--- config.mk ---
export PLATFORM = sky130hd
export DESIGN_NAME = output_voltage_limit_settings
export DESIGN_NICKNAME = d
export VERILOG_FILES = /design/src/verilog/vlimit_pkg.sv /design/src/verilog/output_voltage_limit_settings.sv /design/src/verilog/page_settings.sv
export SDC_FILE = /design/constraint.sdc
export NUM_CORES = 1
export LEC_CHECK = 0
export BUFFER_PORTS_ARGS = -buffer_cell sky130_fd_sc_hd__buf_2
export CORE_ASPECT_RATIO = 2
export CORE_MARGIN = 1
export CORE_UTILIZATION = 40
export DETAILED_ROUTE_END_ITERATION = 16
export MAX_ROUTING_LAYER = met4
export PLACE_DENSITY_LB_ADDON = 0.2
export SLEW_MARGIN = 30
export SYNTH_ARGS = -nofsm -noshare
export SYNTH_HDL_FRONTEND = slang
export SYNTH_SLANG_ARGS = --single-unit
--- constraint.sdc ---
create_clock -name clock -period 2.3 [get_ports clock]
set_clock_uncertainty 0.1 [all_clocks]
set_input_delay 0.115 -clock clock [delete_from_list [all_inputs] [get_ports clock]]
set_output_delay 0.115 -clock clock [all_outputs]
set_load 0.01 [all_outputs]
--- src/verilog/vlimit_pkg.sv ---
`default_nettype none
package vlimit_pkg;
  // ==========================================================================
  // command codes
  localparam logic [7:0]  CMD_MARGIN_LOW    = 8'h26;
  localparam logic [7:0]  CMD_SLEW_RATE     = 8'h27;
  localparam logic [7:0]  CMD_LOAD_LINE     = 8'h28;
  localparam logic [7:0]  CMD_TARGET_FLOOR  = 8'h2B;
  localparam logic [7:0]  CMD_OV_THRESHOLD  = 8'h40;
  localparam logic [7:0]  CMD_UV_THRESHOLD  = 8'h44;
  // ==========================================================================
  // reset values
  localparam logic [15:0] RST_MARGIN_LOW    = 16'h00FA;
  localparam logic [15:0] RST_SLEW_RATE     = 16'h0064;
  localparam logic [15:0] RST_LOAD_LINE     = 16'h0000;
  localparam logic [15:0] RST_TARGET_FLOOR  = 16'h0000;
  localparam logic [15:0] RST_OV_THRESHOLD  = 16'h076C;
  localparam logic [15:0] RST_UV_THRESHOLD  = 16'h0000;
  // ==========================================================================
  // scale factors and limits of the direct format
  localparam int          SLEW_UV_PER_US_LSB = 100;
  localparam int          LOAD_LINE_UV_PER_A_LSB = 10;
  localparam logic [15:0] SLEW_RATE_MIN     = 16'h0001;
  localparam logic [15:0] SLEW_RATE_MAX     = 16'h03E8;
  localparam logic [15:0] LOAD_LINE_MAX     = 16'h0640;
  // ==========================================================================
  // operation state selecting the target
  typedef enum logic [1:0] {
    OP_NOMINAL     = 2'b00,
    OP_MARGIN_LOW  = 2'b01,
    OP_MARGIN_HIGH = 2'b10
  } op_sel_t;
  // ==========================================================================
  // settings carried to the regulation and fault logic
  typedef struct packed {
    logic [15:0] target_mv;
    logic [15:0] slew_rate;
    logic [15:0] load_line_gain;
    logic [15:0] ov_threshold;
    logic [15:0] uv_threshold;
    logic        uv_fault_enable;
  } reg_ctrl_t;
  // one register access from the command interface
  typedef struct packed {
    logic        wr;
    logic        rd;
    logic [7:0]  code;
    logic [15:0] wdata;
  } cmd_t;
endpackage : vlimit_pkg
`default_nettype wire
--- src/verilog/output_voltage_limit_settings.sv ---
`default_nettype none
module output_voltage_limit_settings
  import vlimit_pkg::*;
#(
  parameter int PAGES = 2
) (
  input  wire logic                         clock,
  input  wire logic                         arst_n,
  input  wire logic                         cmd_wr,
  input  wire logic                         cmd_rd,
  input  wire logic [7:0]                   cmd_code,
  input  wire logic [15:0]                  cmd_wdata,
  input  wire logic [$clog2(PAGES)-1:0]     page,
  input  wire logic                         commit_pending_settings,
  input  wire logic [PAGES-1:0][1:0]        op_sel,
  input  wire logic [PAGES-1:0][15:0]       nominal_target_mv,
  input  wire logic [PAGES-1:0][15:0]       margin_high_mv,
  input  wire logic [PAGES-1:0]             output_ramping,
  input  wire logic [PAGES-1:0]             output_enabled,
  output logic [15:0]                       cmd_rdata,
  output logic                              cmd_rvalid,
  output logic                              cmd_unsupported,
  output vlimit_pkg::reg_ctrl_t [PAGES-1:0] ctrl
);
  // ==========================================================================
  // per-page banks
  logic [PAGES-1:0][15:0] page_rdata;
  logic [PAGES-1:0]       page_hit;

  genvar g;
  generate
    for (g = 0; g < PAGES; g++) begin : g_page
      logic [15:0] margin_low;
      logic [15:0] target_floor;
      logic [15:0] uv_threshold;
      logic [15:0] slew_active;
      logic [15:0] load_line_active;
      logic [15:0] ov_active;
      logic [15:0] requested;
      cmd_t        page_cmd;
      wire         selected = page == g;

      // only the addressed page sees writes
      assign page_cmd.wr    = cmd_wr && selected;
      assign page_cmd.rd    = cmd_rd && selected;
      assign page_cmd.code  = cmd_code;
      assign page_cmd.wdata = cmd_wdata;

      page_settings u_bank (
        .clock            (clock),
        .arst_n           (arst_n),
        .cmd              (page_cmd),
        .commit           (commit_pending_settings),
        .rdata            (page_rdata[g]),
        .hit              (page_hit[g]),
        .margin_low       (margin_low),
        .target_floor     (target_floor),
        .uv_threshold     (uv_threshold),
        .slew_active      (slew_active),
        .load_line_active (load_line_active),
        .ov_active        (ov_active)
      );

      // target select; the floor is applied last so nothing can go under it
      assign requested = (op_sel[g] == OP_MARGIN_LOW)  ? margin_low :
                         (op_sel[g] == OP_MARGIN_HIGH) ? margin_high_mv[g] :
                         nominal_target_mv[g];

      always_ff @(posedge clock or negedge arst_n) begin
        if (!arst_n) begin
          ctrl[g] <= '{target_mv: RST_TARGET_FLOOR, slew_rate: RST_SLEW_RATE,
                       load_line_gain: RST_LOAD_LINE, ov_threshold: RST_OV_THRESHOLD,
                       uv_threshold: RST_UV_THRESHOLD, uv_fault_enable: 1'b0};
        end else begin
          ctrl[g].target_mv       <= (requested < target_floor) ? target_floor : requested;
          ctrl[g].slew_rate       <= slew_active;
          ctrl[g].load_line_gain  <= load_line_active;
          ctrl[g].ov_threshold    <= ov_active;
          ctrl[g].uv_threshold    <= uv_threshold;
          ctrl[g].uv_fault_enable <= output_enabled[g] && !output_ramping[g];
        end
      end
    end
  endgenerate

  // ==========================================================================
  // read return, registered one cycle after the request
  wire [15:0] sel_rdata = page_rdata[page];
  wire        sel_hit   = page_hit[page];

  always_ff @(posedge clock or negedge arst_n) begin
    if (!arst_n) begin
      cmd_rdata       <= 16'h0000;
      cmd_rvalid      <= 1'b0;
      cmd_unsupported <= 1'b0;
    end else begin
      cmd_rvalid      <= cmd_rd;
      cmd_rdata       <= cmd_rd ? sel_rdata : 16'h0000;
      cmd_unsupported <= (cmd_rd || cmd_wr) && !sel_hit;
    end
  end
endmodule : output_voltage_limit_settings
`default_nettype wire

--- src/verilog/page_settings.sv ---
`default_nettype none
module page_settings
  import vlimit_pkg::*;
(
  input  wire logic               clock,
  input  wire logic               arst_n,
  input  wire vlimit_pkg::cmd_t   cmd,
  input  wire logic               commit,
  output logic [15:0]             rdata,
  output logic                    hit,
  output logic [15:0]             margin_low,
  output logic [15:0]             target_floor,
  output logic [15:0]             uv_threshold,
  output logic [15:0]             slew_active,
  output logic [15:0]             load_line_active,
  output logic [15:0]             ov_active
);
  // ==========================================================================
  // staged values, as read back by the host
  logic [15:0] slew_stage;
  logic [15:0] load_line_stage;
  logic [15:0] ov_stage;

  wire wr_margin = cmd.wr && cmd.code == CMD_MARGIN_LOW;
  wire wr_slew   = cmd.wr && cmd.code == CMD_SLEW_RATE;
  wire wr_load   = cmd.wr && cmd.code == CMD_LOAD_LINE;
  wire wr_floor  = cmd.wr && cmd.code == CMD_TARGET_FLOOR;
  wire wr_ov     = cmd.wr && cmd.code == CMD_OV_THRESHOLD;
  wire wr_uv     = cmd.wr && cmd.code == CMD_UV_THRESHOLD;

  // ==========================================================================
  // storage, full 16-bit words per page
  always_ff @(posedge clock or negedge arst_n) begin
    if (!arst_n) begin
      margin_low      <= RST_MARGIN_LOW;
      slew_stage      <= RST_SLEW_RATE;
      load_line_stage <= RST_LOAD_LINE;
      target_floor    <= RST_TARGET_FLOOR;
      ov_stage        <= RST_OV_THRESHOLD;
      uv_threshold    <= RST_UV_THRESHOLD;
    end else begin
      if (wr_margin) margin_low <= cmd.wdata;
      if (wr_slew)   slew_stage <= cmd.wdata;
      if (wr_load)   load_line_stage <= cmd.wdata;
      if (wr_floor)  target_floor <= cmd.wdata;
      if (wr_ov)     ov_stage <= cmd.wdata;
      if (wr_uv)     uv_threshold <= cmd.wdata;
    end
  end

  // ==========================================================================
  // active copies move only on commit; a write in the commit cycle waits
  always_ff @(posedge clock or negedge arst_n) begin
    if (!arst_n) begin
      slew_active      <= RST_SLEW_RATE;
      load_line_active <= RST_LOAD_LINE;
      ov_active        <= RST_OV_THRESHOLD;
    end else if (commit) begin
      slew_active      <= slew_stage;
      load_line_active <= load_line_stage;
      ov_active        <= ov_stage;
    end
  end

  // ==========================================================================
  // read mux
  always_comb begin
    hit = 1'b1;
    unique case (cmd.code)
      CMD_MARGIN_LOW:   rdata = margin_low;
      CMD_SLEW_RATE:    rdata = slew_stage;
      CMD_LOAD_LINE:    rdata = load_line_stage;
      CMD_TARGET_FLOOR: rdata = target_floor;
      CMD_OV_THRESHOLD: rdata = ov_stage;
      CMD_UV_THRESHOLD: rdata = uv_threshold;
      default: begin
        rdata = 16'h0000;
        hit   = 1'b0;
      end
    endcase
  end
endmodule : page_settings
`default_nettype wire

; ---- Word-level counts from Yosys, hierarchy flattened
; Cells that the tools add are included.
[word_totals]
output_inout_bits = 180
word_cells = 82
register_bits = 468
inputBits = 102
[op_classes]
n_reduce_logical = 22
n_bitwise = 1
muxes = 13
eq_ne = 10
order_cmp = 3
[op_table]
columns = operator, n
row1 = $pmux W16 S6, 2
row2 = $mux W16, 9
row3 = $eq A8 B6 Y1 const B, 4
row4 = $lt A16 B16 Y1, 2
row5 = $logic_and A1 B1 Y1, 17
row6 = $eq A8 B7 Y1 const B, 2
row7 = $reduce_or A6 Y1, 1
row8 = $eq A2 B1 Y1 const B, 2
row9 = $eq A2 B2 Y1 const B, 2
row10 = $logic_not A1 Y1, 3
row11 = $lt A1 B2 Y1 const B, 1
row12 = $mux W1, 2
row13 = $logic_or A1 B1 Y1, 1
row14 = $not A1 Y1, 1

; ---- Depth between registers and ports, before layout
[depth]
depth_word = 6
depth_mapped = 13

; ---- Cells and area by module
; Synthesis repeated with hierarchy kept, for this count alone.
[hier_totals]
cells_unflattened = 1394
hier_area_um2 = 19656.4
[modules_own_cells]
columns = module, instances, seq_area_each_um2, area_per_inst_um2, cells_per_inst
row1 = page_settings, 2, 3636.0, 6311.1, 434
row2 = output_voltage_limit_settings, 1, 4529.3, 7034.2, 526

; ---- Worst setup path before layout
; OpenSTA, ideal clock, no wires.
[synth_timing]
kind = input -> register
from = in op_sel[1] (netlist bit)
to = reg ctrl[70] (netlist bit)
stages = 13
path_slack_ps = -757
setup_ps = 125
required_ps = 2075
path_buffers = 4
arrival_time_ps = 2833
cell_sequence = buf_2 clkbuf_1 buf_1 a211oi_1 a21oi_1 ha_1 a211o_1 a21oi_1 o21ai_0 a221oi_1 o21ai_2 buf_4 mux2_2
[synth_via]
elab_chain_len = 5
word_cells_on_any_way = 6
classes_between = order compare: 1 / eq/ne: 2 / mux: 3
[synth_rtl]
columns = element, line_no
row1 = from (decl), output_voltage_limit_settings.sv:15  ; input wire logic [PAGES-1:0][1:0] op_sel,
row2 = $eq A2 B2 Y1, output_voltage_limit_settings.sv:66  ; (op_sel[g] == OP_MARGIN_HIGH) ? margin_high_mv[g] :
row3 = $mux W16, output_voltage_limit_settings.sv:66
row4 = $mux W16 *, output_voltage_limit_settings.sv:65  ; assign requested = (op_sel[g] == OP_MARGIN_LOW) ? margin_low :
row5 = $lt A16 B16 Y1, output_voltage_limit_settings.sv:75  ; ctrl[g].target_mv <= (requested < target_floor) ? target_floor : requested;
row6 = $mux W16 *, output_voltage_limit_settings.sv:75
row7 = "to (signal, indexed assignment)", output_voltage_limit_settings.sv:71  ; ctrl[g] <= '{target_mv: RST_TARGET_FLOOR, slew_rate: RST_SLEW_RATE,
row8 = to (decl), output_voltage_limit_settings.sv:23  ; output vlimit_pkg::reg_ctrl_t [PAGES-1:0] ctrl
; Every way passes the cells marked *; elsewhere a longest branch is shown, timed or not.
; A chain may end at the register's enable or synchronous reset.

; ---- Worst setup path in the final report
[layout_timing]
from = reg g_page[1].u_bank.margin_low[7]
to = reg ctrl[159] (netlist bit)
[layout_via]
elab_chain_len = 3
[layout_rtl]
columns = element, line_no
row1 = from (decl), page_settings.sv:11  ; output logic [15:0] margin_low,
row2 = from (signal assigned), page_settings.sv:42  ; if (wr_margin) margin_low <= cmd.wdata;
row3 = $mux W16, output_voltage_limit_settings.sv:65
row4 = $lt A16 B16 Y1, output_voltage_limit_settings.sv:75
row5 = $mux W16, output_voltage_limit_settings.sv:75
; No other way between the ends.

==> metrics.txt <==
outcome finished with violations; failing checks hold timing, setup timing; Req. time, crit path 2.65 ns; Vias/cell 5.173; Period minus WS final 2.535 ns; Fill cells 4,167; die height 312.3 um; number of clock buffers inserted by TritonCTS 42; Final ANT Viol Nets 0; share of cells above drive strength 1 51.83%; met2 usage in global routing 47.44%; largest net degree at the start of global routing 64; Critical-path top delay cell dfstp_2; launch point of the worst hold path op_sel[2]; relative slew slack 55.19%; initial antenna violation count 0; main flop type after synthesis dfrtp_1; worst-path maximum fanout 7; Mapped Avg Cell Area 14.00 um^2; Peak Freq 394.5 MHz; element type at the critical path start flip-flop; critical path, cell by cell mux2i_2 > a21oi_2 > ha_1 > a21oi_2 > o21ai_2 > a221oi_2 > o211ai_1 > buf_4 > mux2_4; TritonCTS clock tree built; maximum vdd drop 0.0004298 V; utilization of the core after routing 52.71%; hold slack -0.01270 ns; Top Ports 282; Root Buffer Master clkbuf_16; GR Overflow Total 0; crit path launch g_page[1].u_bank.margin_low[7]; arrival time at the worst endpoint 2.88 ns; CP endpoint kind flip-flop; drt first-iter violations 711; NumNets Final 2,011; Final setup viols 32; synthesized cell area 19,260 um^2; Sink Count 468; later-pin clock latency in the skew report 0.60 ns; RSZ-0062 raised after global routing yes; instance area after placement 23,100 um^2; iteration count of the initial detailed-routing pass 5; met1 usage 29.38%; Cells after DPL 2,417; DR WL/cell 24.47 um; H-tree Lvls 2; leading area contributor after synthesis dfrtp_1; max_cap viols 0; period utilisation layout 110.2%; vias in the first global route 14,224; origin of the critical flop-to-flop path g_page[1].u_bank.margin_low[7]; vias 13,166; max-slew violations 0; Max clock buf depth 3; Die X 157.2 um; worst setup margin -0.2349 ns; met3 track demand over resource 2.801%; total wire length 62,290 um; Buf/Inv on CP 1; drt drc 0; class of the tightest hold or removal check in2reg; gr usage total 26.96%; CP Class reg2reg; EDFF count, synth 0; final instance area 25,040 um^2; Seq/Total Area, Yosys 61.28%; leakage dissipation 12.66 nW; std cell rows 113; die area 49,080 um^2; slowest stage delay, CP 0.57 ns; Syn. warnings 0; CP delay by family, top compound AO/OA/AOI/OAI gates; Async SR Flop Fraction 100.0%; Final Non-Filler Cells 2,545; Yosys top cell area share 51.46%; Post-Syn Instances 1,376; worst reg2reg setup slack -0.23 ns; core area 47,510 um^2; pwr/cell area 700.5 nW/um^2; port bufs 281; gpl congestion 0.9347; starting density of the core 40.54%; gr busiest metal met2; Crit path top cell by count a21oi_2; Seq cells post-synth 468; top cells by area in the synthesized netlist dfrtp_1 51%, mux2_2 17%, dfstp_2 9.8%; Detail Placement HPWL 46,950 um; worst-margin pin slew 0.6722 ns; Final Hold Viols 3; first-pass GRT wire length 91,910 um; Mapped Nets 1,508; number of distinct library cells after synthesis 61; P&R area growth vs syn 30.04%; clock-pin slew on the worst setup and hold paths 0.07 ns
==> routing by layer <==
metal	part of all wire, %	up-vias
li1	-	5944
met1	36	6632
met2	54	451
met3	4.2	139
met4	5.8	0
met5	0	-
==> kinds of logic (layout without fill, tap and decap cells) <==
group                    Yosys count  after routing  synth area share (%)
flip-flops                       468            468                 61.28
multiplexers                     371            371                 21.67
AO/OA/AOI/OAI                    208            208                 7.128
AND/OR/NAND/NOR                  172            172                 5.055
buffers and inverters            127            663                 2.911
adder cells (fa/ha/maj)           30             30                 1.949
other                              0              1                     0
==> stage by stage <==
step | setup WS (ns) | hold WS (ns) | setup TNS (ns) | power (mW)
floorplan | -0.2746 | -0.2806 | -5.947 | 9.571
global placement | -0.3586 | 0.04385 | -14.73 | 10.51
detailed placement | -0.3967 | 0.05014 | -16.15 | 10.54
CTS | -0.2087 | 0.002437 | -5.528 | 17.73
global route | -0.3538 | 0.009317 | -10.10 | 18.20
finish | -0.2349 | -0.01270 | -5.895 | 17.54
==> cell usage in the layout (no fill, tap or decap), types with 29 or more instances in the layout <==
cell type and n:
dfstp_2 72, clkbuf_16 42, a21oi_1 49, dlygate4sd3_1 47
nand2_1 46, inv_1 34, nor2b_1 38, buf_2 279
mux2_4 29, mux2i_1 62, ha_1 30, a211oi_1 32
buf_4 199, mux2_2 279, o21ai_0 39, dfrtp_1 396
==> registers in the layout (all words and copies together) (netlist names) <==
name                            cells
ctrl                              162
g_page.u_bank.load_line_active     32
g_page.u_bank.load_line_stage      32
g_page.u_bank.margin_low           32
g_page.u_bank.ov_active            32
g_page.u_bank.ov_stage             32
g_page.u_bank.slew_active          32
g_page.u_bank.slew_stage           32
g_page.u_bank.target_floor         32
g_page.u_bank.uv_threshold         32
cmd_rdata                          16
cmd_rvalid                          1
cmd_unsupported                     1
==> worst paths after layout <==
check	endpoint	cells past startpoint
setup reg to reg	ctrl[159]	9
min in group asynchronous	g_page[0].u_bank.margin_low[10]	2
hold / removal	ctrl[151]	4
setup / recovery	ctrl[159]	9
max in group asynchronous	g_page[0].u_bank.slew_active[2]	3
hold reg to reg	ctrl[51]	0
==> worst reg2reg max path, cell delays in order (launching register included) <==
cell and delay (ns):
dfstp_2 0.57, mux2i_2 0.09, a21oi_2 0.17, ha_1 0.28, a21oi_2 0.16, o21ai_2 0.08, a221oi_2 0.22, o211ai_1 0.19
buf_4 0.23, mux2_4 0.30
==> synth_stat cells (2+ instances only) <==
library cell	number
mux2_2	288
a211oi_1	41
a21oi_1	58
a22oi_1	21
buf_6	5
a221o_1	4
mux2_4	20
o22ai_1	2
buf_1	8
nand2_4	2
o221ai_1	6
o211ai_1	2
nor3_1	12
ha_1	30
nand4_1	4
nand3_4	2
nor2b_1	38
nor2_1	19
a221oi_1	13
a2111o_1	2
and3_1	9
nand2_1	46
a211o_1	3
dfstp_2	72
a21o_1	2
buf_2	26
nor3b_1	4
a2111oi_0	2
clkbuf_1	49
mux2i_1	63
clkbuf_2	2
buf_4	3
inv_1	34
a22o_1	3
dfrtp_1	396
and2_1	3
o21ai_0	41
nand3_1	18
==> layout make-up <==
class                      instances  area (um^2)  area share [%]
multi-input combinational        781         7054           28.17
inverter                          34        127.6          0.5096
timing repair buffer             552         3887           15.52
clock buffer                      61         1212           4.842
clock inverter                    16        165.2          0.6595
tap                              632        790.8           3.158
antenna                            1        2.502        0.009993
sequential                       468        11800           47.13
==> power breakdown <==
part | internal [mW] | switching, mW | leakage (nW)
logic | 0.816 | 0.933 | 5.91
clock network | 3.92 | 3.15 | 0.679
registers | 8.53 | 0.187 | 6.06
==> timing repair <==
item | 4_1_cts | 5_1_grt
hold buffers | 47 | 0
gates resized for setup | 6 | 10
endpoints found under the hold margin | 498 | 0
buffers inserted | 1 | 2
setup endpoints to repair | 32 | 32
pin swaps | 10 | 5
Note: power is estimated with default switching activity, not from simulation.
